==> src/rtl/isi_defs.svh <==
// Register offsets, field positions and reset values of the two-wire slave.
`ifndef ISI_DEFS_SVH
`define ISI_DEFS_SVH

`define ISI_OFS_CTRL0      8'h00
`define ISI_OFS_CTRL1      8'h04
`define ISI_OFS_DATA       8'h08
`define ISI_OFS_ADDR       8'h0c
`define ISI_OFS_SUBC       8'h10

`define ISI_C0_MODE_HI     7
`define ISI_C0_MODE_LO     5
`define ISI_C0_UNIT_EN     1
`define ISI_C0_IRQ_EN      0
`define ISI_MODE_TWO_WIRE  3'h7

`define ISI_C1_DONE        7
`define ISI_C1_HIT         6
`define ISI_C1_BUSY        5
`define ISI_C1_HTX         4
`define ISI_C1_TX_ACK_BIT        3
`define ISI_C1_DIR         2
`define ISI_C1_WAKE_EN     1
`define ISI_C1_RX_ACK_FLAG        0

`define ISI_SC_WCOL_HI     7
`define ISI_SC_DB_HI       5
`define ISI_SC_DB_LO       4
`define ISI_SC_WCOL_LO     0
`define ISI_SC_RW_MASK     8'hb1

`define ISI_RST_CTRL0      8'h00
`define ISI_RST_DATA       8'h00
`define ISI_RST_ADDR       8'h00
`define ISI_RST_SUBC       8'h00
`define ISI_RST_DONE       1'b1
`define ISI_RST_RX_ACK_FLAG       1'b1

`define ISI_BITS_PER_BYTE  4'h8
`define ISI_RESP_OKAY      2'h0
`define ISI_RESP_SLVERR    2'h2

`endif

==> src/rtl/isi_pkg.sv <==
// Types shared by the two-wire slave interface.
package isi_pkg;
  typedef enum logic [3:0] {
    ISI_IDLE,
    ISI_ADDR,
    ISI_AACK,
    ISI_HOLD,
    ISI_RX,
    ISI_RACK,
    ISI_TX,
    ISI_TACK,
    ISI_SKIP
  } isi_state_t;
  typedef logic [7:0] isi_byte_t;
endpackage

==> src/rtl/isi_top.sv <==
// Two-wire bus slave with AXI4-Lite register access.
`timescale 1ns/10ps
`include "isi_defs.svh"

module isi_top (
  input  wire logic        mclk,
  input  wire logic        sys_rst,
  input  wire logic [7:0]  s_axi_awaddr,
  input  wire logic        s_axi_awvalid,
  output logic             s_axi_awready,
  input  wire logic [31:0] s_axi_wdata,
  input  wire logic [3:0]  s_axi_wstrb,
  input  wire logic        s_axi_wvalid,
  output logic             s_axi_wready,
  output logic [1:0]       s_axi_bresp,
  output logic             s_axi_bvalid,
  input  wire logic        s_axi_bready,
  input  wire logic [7:0]  s_axi_araddr,
  input  wire logic        s_axi_arvalid,
  output logic             s_axi_arready,
  output logic [31:0]      s_axi_rdata,
  output logic [1:0]       s_axi_rresp,
  output logic             s_axi_rvalid,
  input  wire logic        s_axi_rready,
  input  wire logic        scl_i,
  output logic             scl_o,
  output logic             scl_oe,
  input  wire logic        sda_i,
  output logic             sda_o,
  output logic             sda_oe,
  output logic             serial_irq,
  output logic             wake_req
);
  import isi_pkg::*;

  isi_byte_t  ctrl0;
  isi_byte_t  serial_data_buffer;
  isi_byte_t  own_slave_address;
  isi_byte_t  serial_bus_sub_control;
  logic       tx_ack_bit;
  logic       htx;
  logic       addr_match_wake_en;
  logic       transfer_done_flag;
  logic       address_hit_flag;
  logic       bus_busy_flag;
  logic       master_direction_flag;
  logic       rx_ack_flag;
  isi_state_t state;
  logic [3:0] bit_cnt;
  isi_byte_t  shreg;
  logic       rx_load;
  logic [7:0] aw_addr;
  logic [31:0] w_data;
  logic [3:0] w_strb;
  logic       aw_held;
  logic       w_held;
  logic       wr_go;
  logic       wr_data_buf;
  logic       rd_data_buf;
  logic [1:0] line_s1;
  logic [1:0] line_s2;
  logic [1:0] line_h1;
  logic [1:0] line_f;
  logic [1:0] line_fd;
  logic       scl_rise;
  logic       scl_fall;
  logic       start_det;
  logic       stop_det;
  logic       unit_on;
  logic [1:0] db_sel;
  isi_byte_t  ctrl1;
  isi_byte_t  rd_val;
  logic       rd_hit;

  assign unit_on = ctrl0[`ISI_C0_UNIT_EN] &&
                   (ctrl0[`ISI_C0_MODE_HI:`ISI_C0_MODE_LO] == `ISI_MODE_TWO_WIRE);
  assign db_sel  = serial_bus_sub_control[`ISI_SC_DB_HI:`ISI_SC_DB_LO];
  assign ctrl1   = {transfer_done_flag, address_hit_flag, bus_busy_flag, htx,
                    tx_ack_bit, master_direction_flag, addr_match_wake_en, rx_ack_flag};

  // Bit 1 is SCL, bit 0 is SDA. The first stage feeds only the second.
  always_ff @(posedge mclk) begin
    if (sys_rst) begin
      line_s1 <= 2'h3;
      line_s2 <= 2'h3;
    end else begin
      line_s1 <= {scl_i, sda_i};
      line_s2 <= line_s1;
    end
  end

  // With any nonzero setting a new level is accepted once two successive samples agree; setting 0 passes it at once.
  always_ff @(posedge mclk) begin
    if (sys_rst) begin
      line_h1 <= 2'h3;
      line_f  <= 2'h3;
      line_fd <= 2'h3;
    end else begin
      line_h1 <= line_s2;
      line_fd <= line_f;
      for (int i = 0; i < 2; i++) begin
        if (db_sel == 2'h0) begin
          line_f[i] <= line_s2[i];
        end else if (db_sel == 2'h1) begin
          if (line_s2[i] == line_h1[i]) begin
            line_f[i] <= line_s2[i];
          end
        end else if ((line_s2[i] == line_h1[i]) && (line_h1[i] != line_f[i])) begin
          line_f[i] <= line_h1[i];
        end
      end
    end
  end

  assign scl_rise  = line_f[1] && !line_fd[1];
  assign scl_fall  = !line_f[1] && line_fd[1];
  assign start_det = line_f[1] && line_fd[1] && !line_f[0] && line_fd[0];
  assign stop_det  = line_f[1] && line_fd[1] && line_f[0] && !line_fd[0];

  // Open-drain pins: the output level is always low, only the enables move.
  // SCL is only ever stretched low and SDA never falls while SCL is high,
  // so this end cannot create a START of its own.
  always_ff @(posedge mclk) begin
    scl_o <= 1'b0;
    sda_o <= 1'b0;
  end

  always_ff @(posedge mclk) begin
    if (sys_rst || !unit_on) begin
      state                 <= ISI_IDLE;
      bit_cnt               <= 4'h0;
      shreg                 <= 8'h00;
      scl_oe                <= 1'b0;
      sda_oe                <= 1'b0;
      transfer_done_flag    <= `ISI_RST_DONE;
      address_hit_flag      <= 1'b0;
      bus_busy_flag         <= 1'b0;
      master_direction_flag <= 1'b0;
      rx_ack_flag           <= `ISI_RST_RX_ACK_FLAG;
      rx_load               <= 1'b0;
      serial_irq            <= 1'b0;
      wake_req              <= 1'b0;
    end else begin
      rx_load    <= 1'b0;
      serial_irq <= 1'b0;
      wake_req   <= 1'b0;
      if (start_det) begin
        bus_busy_flag      <= 1'b1;
        transfer_done_flag <= 1'b0;
        address_hit_flag   <= 1'b0;
        scl_oe             <= 1'b0;
        sda_oe             <= 1'b0;
        bit_cnt            <= 4'h0;
        state              <= ISI_ADDR;
      end else if (stop_det) begin
        bus_busy_flag <= 1'b0;
        scl_oe        <= 1'b0;
        sda_oe        <= 1'b0;
        state         <= ISI_IDLE;
      end else begin
        case (state)
          ISI_ADDR: begin
            if (scl_rise) begin
              shreg   <= {shreg[6:0], line_f[0]};
              bit_cnt <= bit_cnt + 4'h1;
            end else if (scl_fall && bit_cnt == `ISI_BITS_PER_BYTE) begin
              if (shreg[7:1] == own_slave_address[7:1]) begin
                address_hit_flag      <= 1'b1;
                master_direction_flag <= shreg[0];
                sda_oe                <= 1'b1;
                state                 <= ISI_AACK;
              end else begin
                state <= ISI_SKIP;
              end
            end
          end
          ISI_AACK: begin
            if (scl_fall) begin
              sda_oe             <= 1'b0;
              scl_oe             <= 1'b1;
              transfer_done_flag <= 1'b1;
              serial_irq         <= ctrl0[`ISI_C0_IRQ_EN];
              wake_req           <= addr_match_wake_en;
              state              <= ISI_HOLD;
            end
          end
          ISI_HOLD: begin
            // Releasing SCL waits for software: a write when sending, a dummy read otherwise.
            if (htx && wr_data_buf) begin
              scl_oe             <= 1'b0;
              shreg              <= {w_data[6:0], 1'b0};
              sda_oe             <= !w_data[7];
              bit_cnt            <= 4'h1;
              address_hit_flag   <= 1'b0;
              transfer_done_flag <= 1'b0;
              state              <= ISI_TX;
            end else if (!htx && rd_data_buf) begin
              scl_oe             <= 1'b0;
              bit_cnt            <= 4'h0;
              address_hit_flag   <= 1'b0;
              transfer_done_flag <= 1'b0;
              state              <= ISI_RX;
            end
          end
          ISI_RX: begin
            if (scl_rise) begin
              shreg   <= {shreg[6:0], line_f[0]};
              bit_cnt <= bit_cnt + 4'h1;
            end else if (scl_fall && bit_cnt == `ISI_BITS_PER_BYTE) begin
              rx_load <= 1'b1;
              sda_oe  <= !tx_ack_bit;
              state   <= ISI_RACK;
            end
          end
          ISI_RACK: begin
            if (scl_fall) begin
              sda_oe             <= 1'b0;
              scl_oe             <= 1'b1;
              transfer_done_flag <= 1'b1;
              serial_irq         <= ctrl0[`ISI_C0_IRQ_EN];
              state              <= ISI_HOLD;
            end
          end
          ISI_TX: begin
            if (scl_fall) begin
              if (bit_cnt == `ISI_BITS_PER_BYTE) begin
                sda_oe <= 1'b0;
                state  <= ISI_TACK;
              end else begin
                sda_oe  <= !shreg[7];
                shreg   <= {shreg[6:0], 1'b0};
                bit_cnt <= bit_cnt + 4'h1;
              end
            end
          end
          ISI_TACK: begin
            if (scl_rise) begin
              rx_ack_flag <= line_f[0];
            end else if (scl_fall) begin
              transfer_done_flag <= 1'b1;
              serial_irq         <= ctrl0[`ISI_C0_IRQ_EN];
              if (!rx_ack_flag) begin
                scl_oe <= 1'b1;
                state  <= ISI_HOLD;
              end else begin
                state <= ISI_SKIP;
              end
            end
          end
          default: begin
            state <= state;
          end
        endcase
      end
    end
  end

  // AXI4-Lite write channel: address and data are taken in either order.
  always_ff @(posedge mclk) begin
    if (sys_rst) begin
      s_axi_awready <= 1'b1;
      s_axi_wready  <= 1'b1;
      aw_held       <= 1'b0;
      w_held        <= 1'b0;
      aw_addr       <= 8'h00;
      w_data        <= 32'h0;
      w_strb        <= 4'h0;
      s_axi_bvalid  <= 1'b0;
      s_axi_bresp   <= `ISI_RESP_OKAY;
    end else begin
      if (s_axi_awvalid && s_axi_awready) begin
        aw_addr       <= s_axi_awaddr;
        aw_held       <= 1'b1;
        s_axi_awready <= 1'b0;
      end
      if (s_axi_wvalid && s_axi_wready) begin
        w_data       <= s_axi_wdata;
        w_strb       <= s_axi_wstrb;
        w_held       <= 1'b1;
        s_axi_wready <= 1'b0;
      end
      if (wr_go) begin
        aw_held      <= 1'b0;
        w_held       <= 1'b0;
        s_axi_bvalid <= 1'b1;
        if (aw_addr == `ISI_OFS_CTRL0 || aw_addr == `ISI_OFS_CTRL1 ||
            aw_addr == `ISI_OFS_DATA || aw_addr == `ISI_OFS_ADDR ||
            aw_addr == `ISI_OFS_SUBC) begin
          s_axi_bresp <= `ISI_RESP_OKAY;
        end else begin
          s_axi_bresp <= `ISI_RESP_SLVERR;
        end
      end
      if (s_axi_bvalid && s_axi_bready) begin
        s_axi_bvalid  <= 1'b0;
        s_axi_awready <= 1'b1;
        s_axi_wready  <= 1'b1;
      end
    end
  end

  assign wr_go       = aw_held && w_held && !s_axi_bvalid;
  assign wr_data_buf = wr_go && w_strb[0] && (aw_addr == `ISI_OFS_DATA);

  // Writable control state; status bits are owned by the bus engine above.
  always_ff @(posedge mclk) begin
    if (sys_rst) begin
      ctrl0                  <= `ISI_RST_CTRL0;
      own_slave_address      <= `ISI_RST_ADDR;
      serial_bus_sub_control <= `ISI_RST_SUBC;
      htx                    <= 1'b0;
      tx_ack_bit             <= 1'b0;
      addr_match_wake_en     <= 1'b0;
    end else if (wr_go && w_strb[0]) begin
      if (aw_addr == `ISI_OFS_CTRL0) begin
        ctrl0 <= w_data[7:0];
      end else if (aw_addr == `ISI_OFS_CTRL1) begin
        htx                <= w_data[`ISI_C1_HTX];
        tx_ack_bit         <= w_data[`ISI_C1_TX_ACK_BIT];
        addr_match_wake_en <= w_data[`ISI_C1_WAKE_EN];
      end else if (aw_addr == `ISI_OFS_ADDR) begin
        own_slave_address <= w_data[7:0];
      end else if (aw_addr == `ISI_OFS_SUBC) begin
        serial_bus_sub_control <= w_data[7:0] & `ISI_SC_RW_MASK;
      end
    end
  end

  // A received byte has priority over a software write landing in the same cycle.
  always_ff @(posedge mclk) begin
    if (sys_rst) begin
      serial_data_buffer <= `ISI_RST_DATA;
    end else if (rx_load) begin
      serial_data_buffer <= shreg;
    end else if (wr_data_buf) begin
      serial_data_buffer <= w_data[7:0];
    end
  end

  always_comb begin
    rd_hit = 1'b1;
    rd_val = 8'h00;
    if (s_axi_araddr == `ISI_OFS_CTRL0) begin
      rd_val = ctrl0;
    end else if (s_axi_araddr == `ISI_OFS_CTRL1) begin
      rd_val = ctrl1;
    end else if (s_axi_araddr == `ISI_OFS_DATA) begin
      rd_val = serial_data_buffer;
    end else if (s_axi_araddr == `ISI_OFS_ADDR) begin
      rd_val = own_slave_address;
    end else if (s_axi_araddr == `ISI_OFS_SUBC) begin
      rd_val = serial_bus_sub_control;
    end else begin
      rd_hit = 1'b0;
    end
  end

  assign rd_data_buf = s_axi_arvalid && s_axi_arready && (s_axi_araddr == `ISI_OFS_DATA);

  always_ff @(posedge mclk) begin
    if (sys_rst) begin
      s_axi_arready <= 1'b1;
      s_axi_rvalid  <= 1'b0;
      s_axi_rdata   <= 32'h0;
      s_axi_rresp   <= `ISI_RESP_OKAY;
    end else if (s_axi_arvalid && s_axi_arready) begin
      s_axi_arready <= 1'b0;
      s_axi_rvalid  <= 1'b1;
      s_axi_rdata   <= {24'h0, rd_val};
      s_axi_rresp   <= rd_hit ? `ISI_RESP_OKAY : `ISI_RESP_SLVERR;
    end else if (s_axi_rvalid && s_axi_rready) begin
      s_axi_rvalid  <= 1'b0;
      s_axi_arready <= 1'b1;
    end
  end

endmodule

==> config.mk <==
export PLATFORM = sky130hd
export DESIGN_NAME = isi_top
export DESIGN_NICKNAME = d
export VERILOG_FILES = /design/src/rtl/isi_pkg.sv /design/src/rtl/isi_top.sv
export VERILOG_INCLUDE_DIRS = /design/src /design/src/rtl
export SDC_FILE = /design/constraint.sdc
export NUM_CORES = 1
export LEC_CHECK = 0
export BUFFER_PORTS_ARGS = -buffer_cell sky130_fd_sc_hd__buf_4
export CAP_MARGIN = 10
export CORE_UTILIZATION = 55
export DETAILED_ROUTE_END_ITERATION = 7
export GPL_ROUTABILITY_DRIVEN = 1
export PLACE_DENSITY = 0.8
export SLEW_MARGIN = 20
export SYNTH_ARGS = -nofsm -noshare
export SYNTH_HDL_FRONTEND = slang
export SYNTH_SLANG_ARGS = --single-unit
==> constraint.sdc <==
create_clock -name mclk -period 4.9 [get_ports mclk]
set_input_delay 0.49 -clock mclk [delete_from_list [all_inputs] [get_ports mclk]]
set_output_delay 0.49 -clock mclk [all_outputs]
set_load 0.03 [all_outputs]
# Yosys cells after proc, flatten, opt, wreduce, memory -nomap -nowiden
# Cells that the tools add are included.
[op_classes]
addsub = 1
eq_ne = 53
muxes = 82
bitwise = 9
reduce_logical = 77
[ops]
columns = ["cell", "n"]
rows = [
  ["$mux 8", 11],
  ["$mux 4", 18],
  ["$mux 1", 43],
  ["$ne 4x4->1 const B", 9],
  ["$eq 8x4->1 const B", 4],
  ["$ne 2x2->1 const B", 13],
  ["$pmux 4 s6", 1],
  ["$pmux 8 s3", 1],
  ["$reduce_and 6->1", 4],
  ["$logic_and 1x1->1", 23],
  ["$reduce_and 11->1", 2],
  ["$eq 4x3->1 const B", 4],
  ["$eq 8x3->1 const B", 2],
  ["$eq 8x5->1 const B", 2],
  ["$logic_not 8->1", 2],
  ["$pmux 4 s3", 1],
  ["$reduce_and 4->1", 3],
  ["$reduce_bool 3->1", 4],
  ["$logic_not 1->1", 10],
  ["$reduce_or 2->1", 5],
  ["$reduce_or 5->1", 2],
  ["$ne 3x3->1 const B", 3],
  ["$not 1->1", 9],
  ["$reduce_and 9->1", 1],
  ["other kinds (29)", 45],
]
[totals]
register_bits = 103
in_bits = 61
word_cells = 262

# Depth between registers and ports, before layout
[logic_depth]
ltp_word = 9
ltp_mapped = 8
ltp_nobuf = 7

# Worst setup path after synthesis
# No wires, ideal clock.
[synth_timing]
path_type = "input to register"
from = "input port s_axi_araddr[1]"
to = "register transfer_done_flag"
setup_time_ns = 0.120
arrival_time_ns = 2.086
t_required_ns = 4.780
slack_ns = 2.694
path_stages = 5
cell_sequence = "or4_1 > nor4_4 > a211o_2 > o21ai_1 > a211o_1"
[synth_via]
elab_chain_len = 5
[synth_lines]
columns = ["element", "line_no", "source"]
rows = [
  ["start: declaration", "isi_top.sv:18", "input wire logic [7:0] s_axi_araddr,"],
  ["$eq 8x4->1 (no line)", "-", ""],
  ["$logic_and 1x1->1", "isi_top.sv:358", "assign rd_data_buf = s_axi_arvalid && s_axi_arready && (s_axi_araddr == `ISI_OFS_DATA);"],
  ["$logic_and 1x1->1", "isi_top.sv:197", "end else if (!htx && rd_data_buf) begin"],
  ["$ne 4x4->1 (no line)", "-", ""],
  ["$reduce_and 4->1 (no line)", "-", ""],
  ["end signal: assignment", "isi_top.sv:135", "transfer_done_flag <= `ISI_RST_DONE;"],
  ["end: declaration", "isi_top.sv:43", "logic transfer_done_flag;"],
]
# Every way passes these cells.
# A chain may end at the register's enable or synchronous reset.

# Final worst setup path
[layout_timing]
from = "register state[0]"
to = "register shreg[1]"
[layout_via]
elab_chain_len = 4
[layout_lines]
columns = ["element", "line_no", "source"]
rows = [
  ["start: declaration", "isi_top.sv:48", "isi_state_t state;"],
  ["start signal: assignment", "isi_top.sv:251", "state <= state;"],
  ["$eq 4x3->1 or $eq 4x1->1 (tied branches)", "isi_top.sv:161", "case (state)"],
  ["$reduce_or 2->1 (no line)", "-", ""],
  ["$ne 2x1->1 (no line) or $reduce_bool 3->1 (tied branches)", "-", ""],
  ["$reduce_and 7->1 (no line)", "-", ""],
  ["end signal: assignment", "isi_top.sv:164", "shreg <= {shreg[6:0], line_f[0]};"],
  ["end signal: assignment", "isi_top.sv:191", "shreg <= {w_data[6:0], 1'b0};"],
  ["end signal: assignment", "isi_top.sv:207", "shreg <= {shreg[6:0], line_f[0]};"],
  ["end: declaration", "isi_top.sv:50", "isi_byte_t shreg;"],
]
# Several ways; a longest one is shown, not always the timed one.

==> impl_metrics.yaml <==
status:
  outcome: "completed"
floorplanning:
  start_util_pct: 57.5
  die_h_um: 98.2
  dieArea_mm2: 0.00964
  die_w_um: 98.2
  io_pins: 108
  row_count: 34
  coreArea_mm2: 0.00885
yosys:
  yosys.area.top_type: "dfxtp_1"
  avgSynthCellArea_um2: 8.29
  synth_top_area_share_pct: 39.7
  yosys-mux-area-fraction_pct: 8.04
  synthAdderAreaFrac_pct: 0.492
  synth_flop_cell: "dfxtp_1"
  synth_xor_area_share_pct: 1.55
  synth-edff-count: 0
  synthSimpleGateAreaFrac_pct: 25.6
  ys_seq_elements: 101
  async_flop_share_pct: 0
  yosysSeqAreaShare_pct: 39.7
  synth_top_family_by_area: "simple AND/OR/NAND/NOR gates"
  ys_warn_count: 0
  synth_compound_area_share_pct: 16.8
  synth.top_cells.by_area: "dfxtp_1 40%, mux2i_1 6.5%, a21oi_1 5.7%"
  synth_area_mm2: 0.00509
  synth_cells: 614
  synth_cell_type_count: 61
routing:
  drtIter0Drc: 338
  ant_nets: 0
  vias_per_cell: 5.88
  vias: 4436
  wl_per_cell_um: 16.1
  wl_mm: 12.2
  drt_pass1_iterations: 7
  drc_errors: 0
power_and_ir_drop:
  peakVddDrop_uv: 168
  leakage_nw: 2.20
  pwr_density_cell_mw_per_mm2: 279
finish:
  final_nets: 704
  drive_above_1_share_pct: 14.4
  area_growth_pct: 9.64
  layout.cells.non_filler: 754
  fill_cells: 783
  n_antenna_cell: 0
worst_setup_path:
  cp.required_ns: 5.16
  crit_path_start_kind: "flip-flop"
  r2r-start: "state[0]"
  critPathLaunch: "state[0]"
  arrival_ns: 3.02
  crit_fanout: 22
  crit_type: "flip-flop to flip-flop"
  cp-end-kind: "flip-flop"
sta:
  setup_viol: 0
  hold_violations: 0
  period_share_pct: 56.5
  rsz0062_at_grt: "no"
  tns_ns: 0
  tightest_slew_ns: 1.07
  relSlewSlack_pct: 28.8
  drv_slew: 0
  finalClockSkew_ns: 0.0131
  period_minus_slack_ns: 2.77
  clock.fmax_mhz: 361
global_route:
  grt_use_total_pct: 26.4
  grt_overflow: 0
  grt_pass1_wl_mm: 20.2
  grt_pass1_vias: 4066
  grt_max_degree: 76
  antenna_found_initial: 0
hold_path:
  min_from: "sda_i"
  holdCritPathClass: "primary input to flip-flop"
cts:
  postCtsHoldBufs: 0
  numCtsBuffers: 9
  cts.sinks: 101
  htreeDepth: 3
  clock_path_buffers: 2
  cts.repair.resized: 0
  cts_tree: "yes"
  postCtsSetupRepairBufs: 0
  clk_latency_ns: 0.38
  path_clk_slew_ns: 0.11
  cts_root_buf: "clkbuf_8"
placement:
  dpl.hpwl_mm: 8.93
  placedCellCount: 738
  gp_congestion: 0.908
  portBuffers: 52
job:
  max-cap-violations: 0
layer usage:
metal | GRT usage (%) | vias to the layer above | part of all wire (%)
met5 | 0 | - | 0
met4 | 10.1 | 0 | 2.7
met3 | 5.37 | 30 | 6.5
met2 | 41.9 | 162 | 45
met1 | 35.4 | 2056 | 45
li1 | - | 2188 | -
cells in the mapped netlist (8+ instances only):
library cell  number
a211oi_1           9
a21oi_1           58
a221oi_1           8
buf_4             28
clkbuf_1          32
dfxtp_1          101
inv_1             12
mux2i_1           33
nand2_1           56
nand2b_1          11
nand3_1           27
nor2_1            52
nor2b_1           10
nor3_1            30
o21ai_0           20
o21ai_1            9
or2_2             10
xnor2_1            9
path summary, 6_finish.rpt:
kind	to	slack (ns)	depth (start not counted)
setup / recovery	shreg[1]	2.13	5
hold / removal	line_s1[0]	0.28	2
setup reg to reg	shreg[1]	2.13	5
hold reg to reg	line_s2[1]	0.42	1
logic make-up (layout without fill, tap and decap cells):
logic type,Yosys count,in the layout
other cells,1,28
xor+xnor,9,9
compound gates,138,138
buf+inv,76,81
fa+ha+maj,2,2
simple gates,247,247
mux,40,40
flops,101,101
worst max-delay path, stage by stage (launching register included):
cell and delay (ns):
dfxtp_1 0.77, or3b_1 0.40, a21oi_1 0.85, mux2_2 0.42, nor3_1 0.14, nor3_1 0.07
layout by cell type (no fill, tap or decap), types with 5 or more instances in the layout:
master,n
dfxtp_1,101
a21oi_1,58
nand2_1,56
buf_4,53
nor2_1,52
mux2i_1,33
nor3_1,30
conb_1,28
nand3_1,27
o21ai_0,20
inv_1,12
nand2b_1,11
or2_2,10
nor2b_1,10
a211oi_1,9
xnor2_1,9
o21ai_1,9
clkbuf_8,9
a221oi_1,8
nand4_1,7
a31oi_1,7
nor3b_1,5
o211ai_1,5
layout make-up:
cell class              instances  area, um2  share of cell area [%]
multi-input cells             464       2780                    49.8
flip-flops and latches        101       2020                    36.2
repair buffers                 53        398                    7.13
well taps                     108        135                    2.42
clock buffers                   9        124                    2.22
clock inverters                 7       80.1                    1.43
inverters                      12       45.0                   0.807
power by group:
group / switching [mW] / internal (mW) / leakage, nW
combinational: 0.105 / 0.0555 / 1.28
clock: 0.327 / 0.203 / 0.0994
sequential: 0.0243 / 0.841 / 0.821
state kept, by name, summed over array words and instances (netlist names), 4 cells and up:
name                    cells
own_slave_address           8
serial_bus_sub_control      4
ctrl0                       8
state                       4
w_data                      8
shreg                       8
serial_data_buffer          8
bit_cnt                     4
s_axi_rdata                 8
aw_addr                     8
metrics by stage:
stage	utilization (%)	cell area, um2	total power [mW]	hold WS (ns)	worst slack (ns)
final	63.1	5580	1.56	0.282	2.13
after global routing	63.1	5580	1.61	0.267	1.96
after CTS	63.1	5580	1.55	0.282	2.14
after detailed placement	60.8	5380	1.04	0.398	2.15
after global placement	60.8	5380	1.04	0.396	2.23
after floorplan	-	5190	1.01	0.389	2.69
Power figures use the tool's default switching activity.
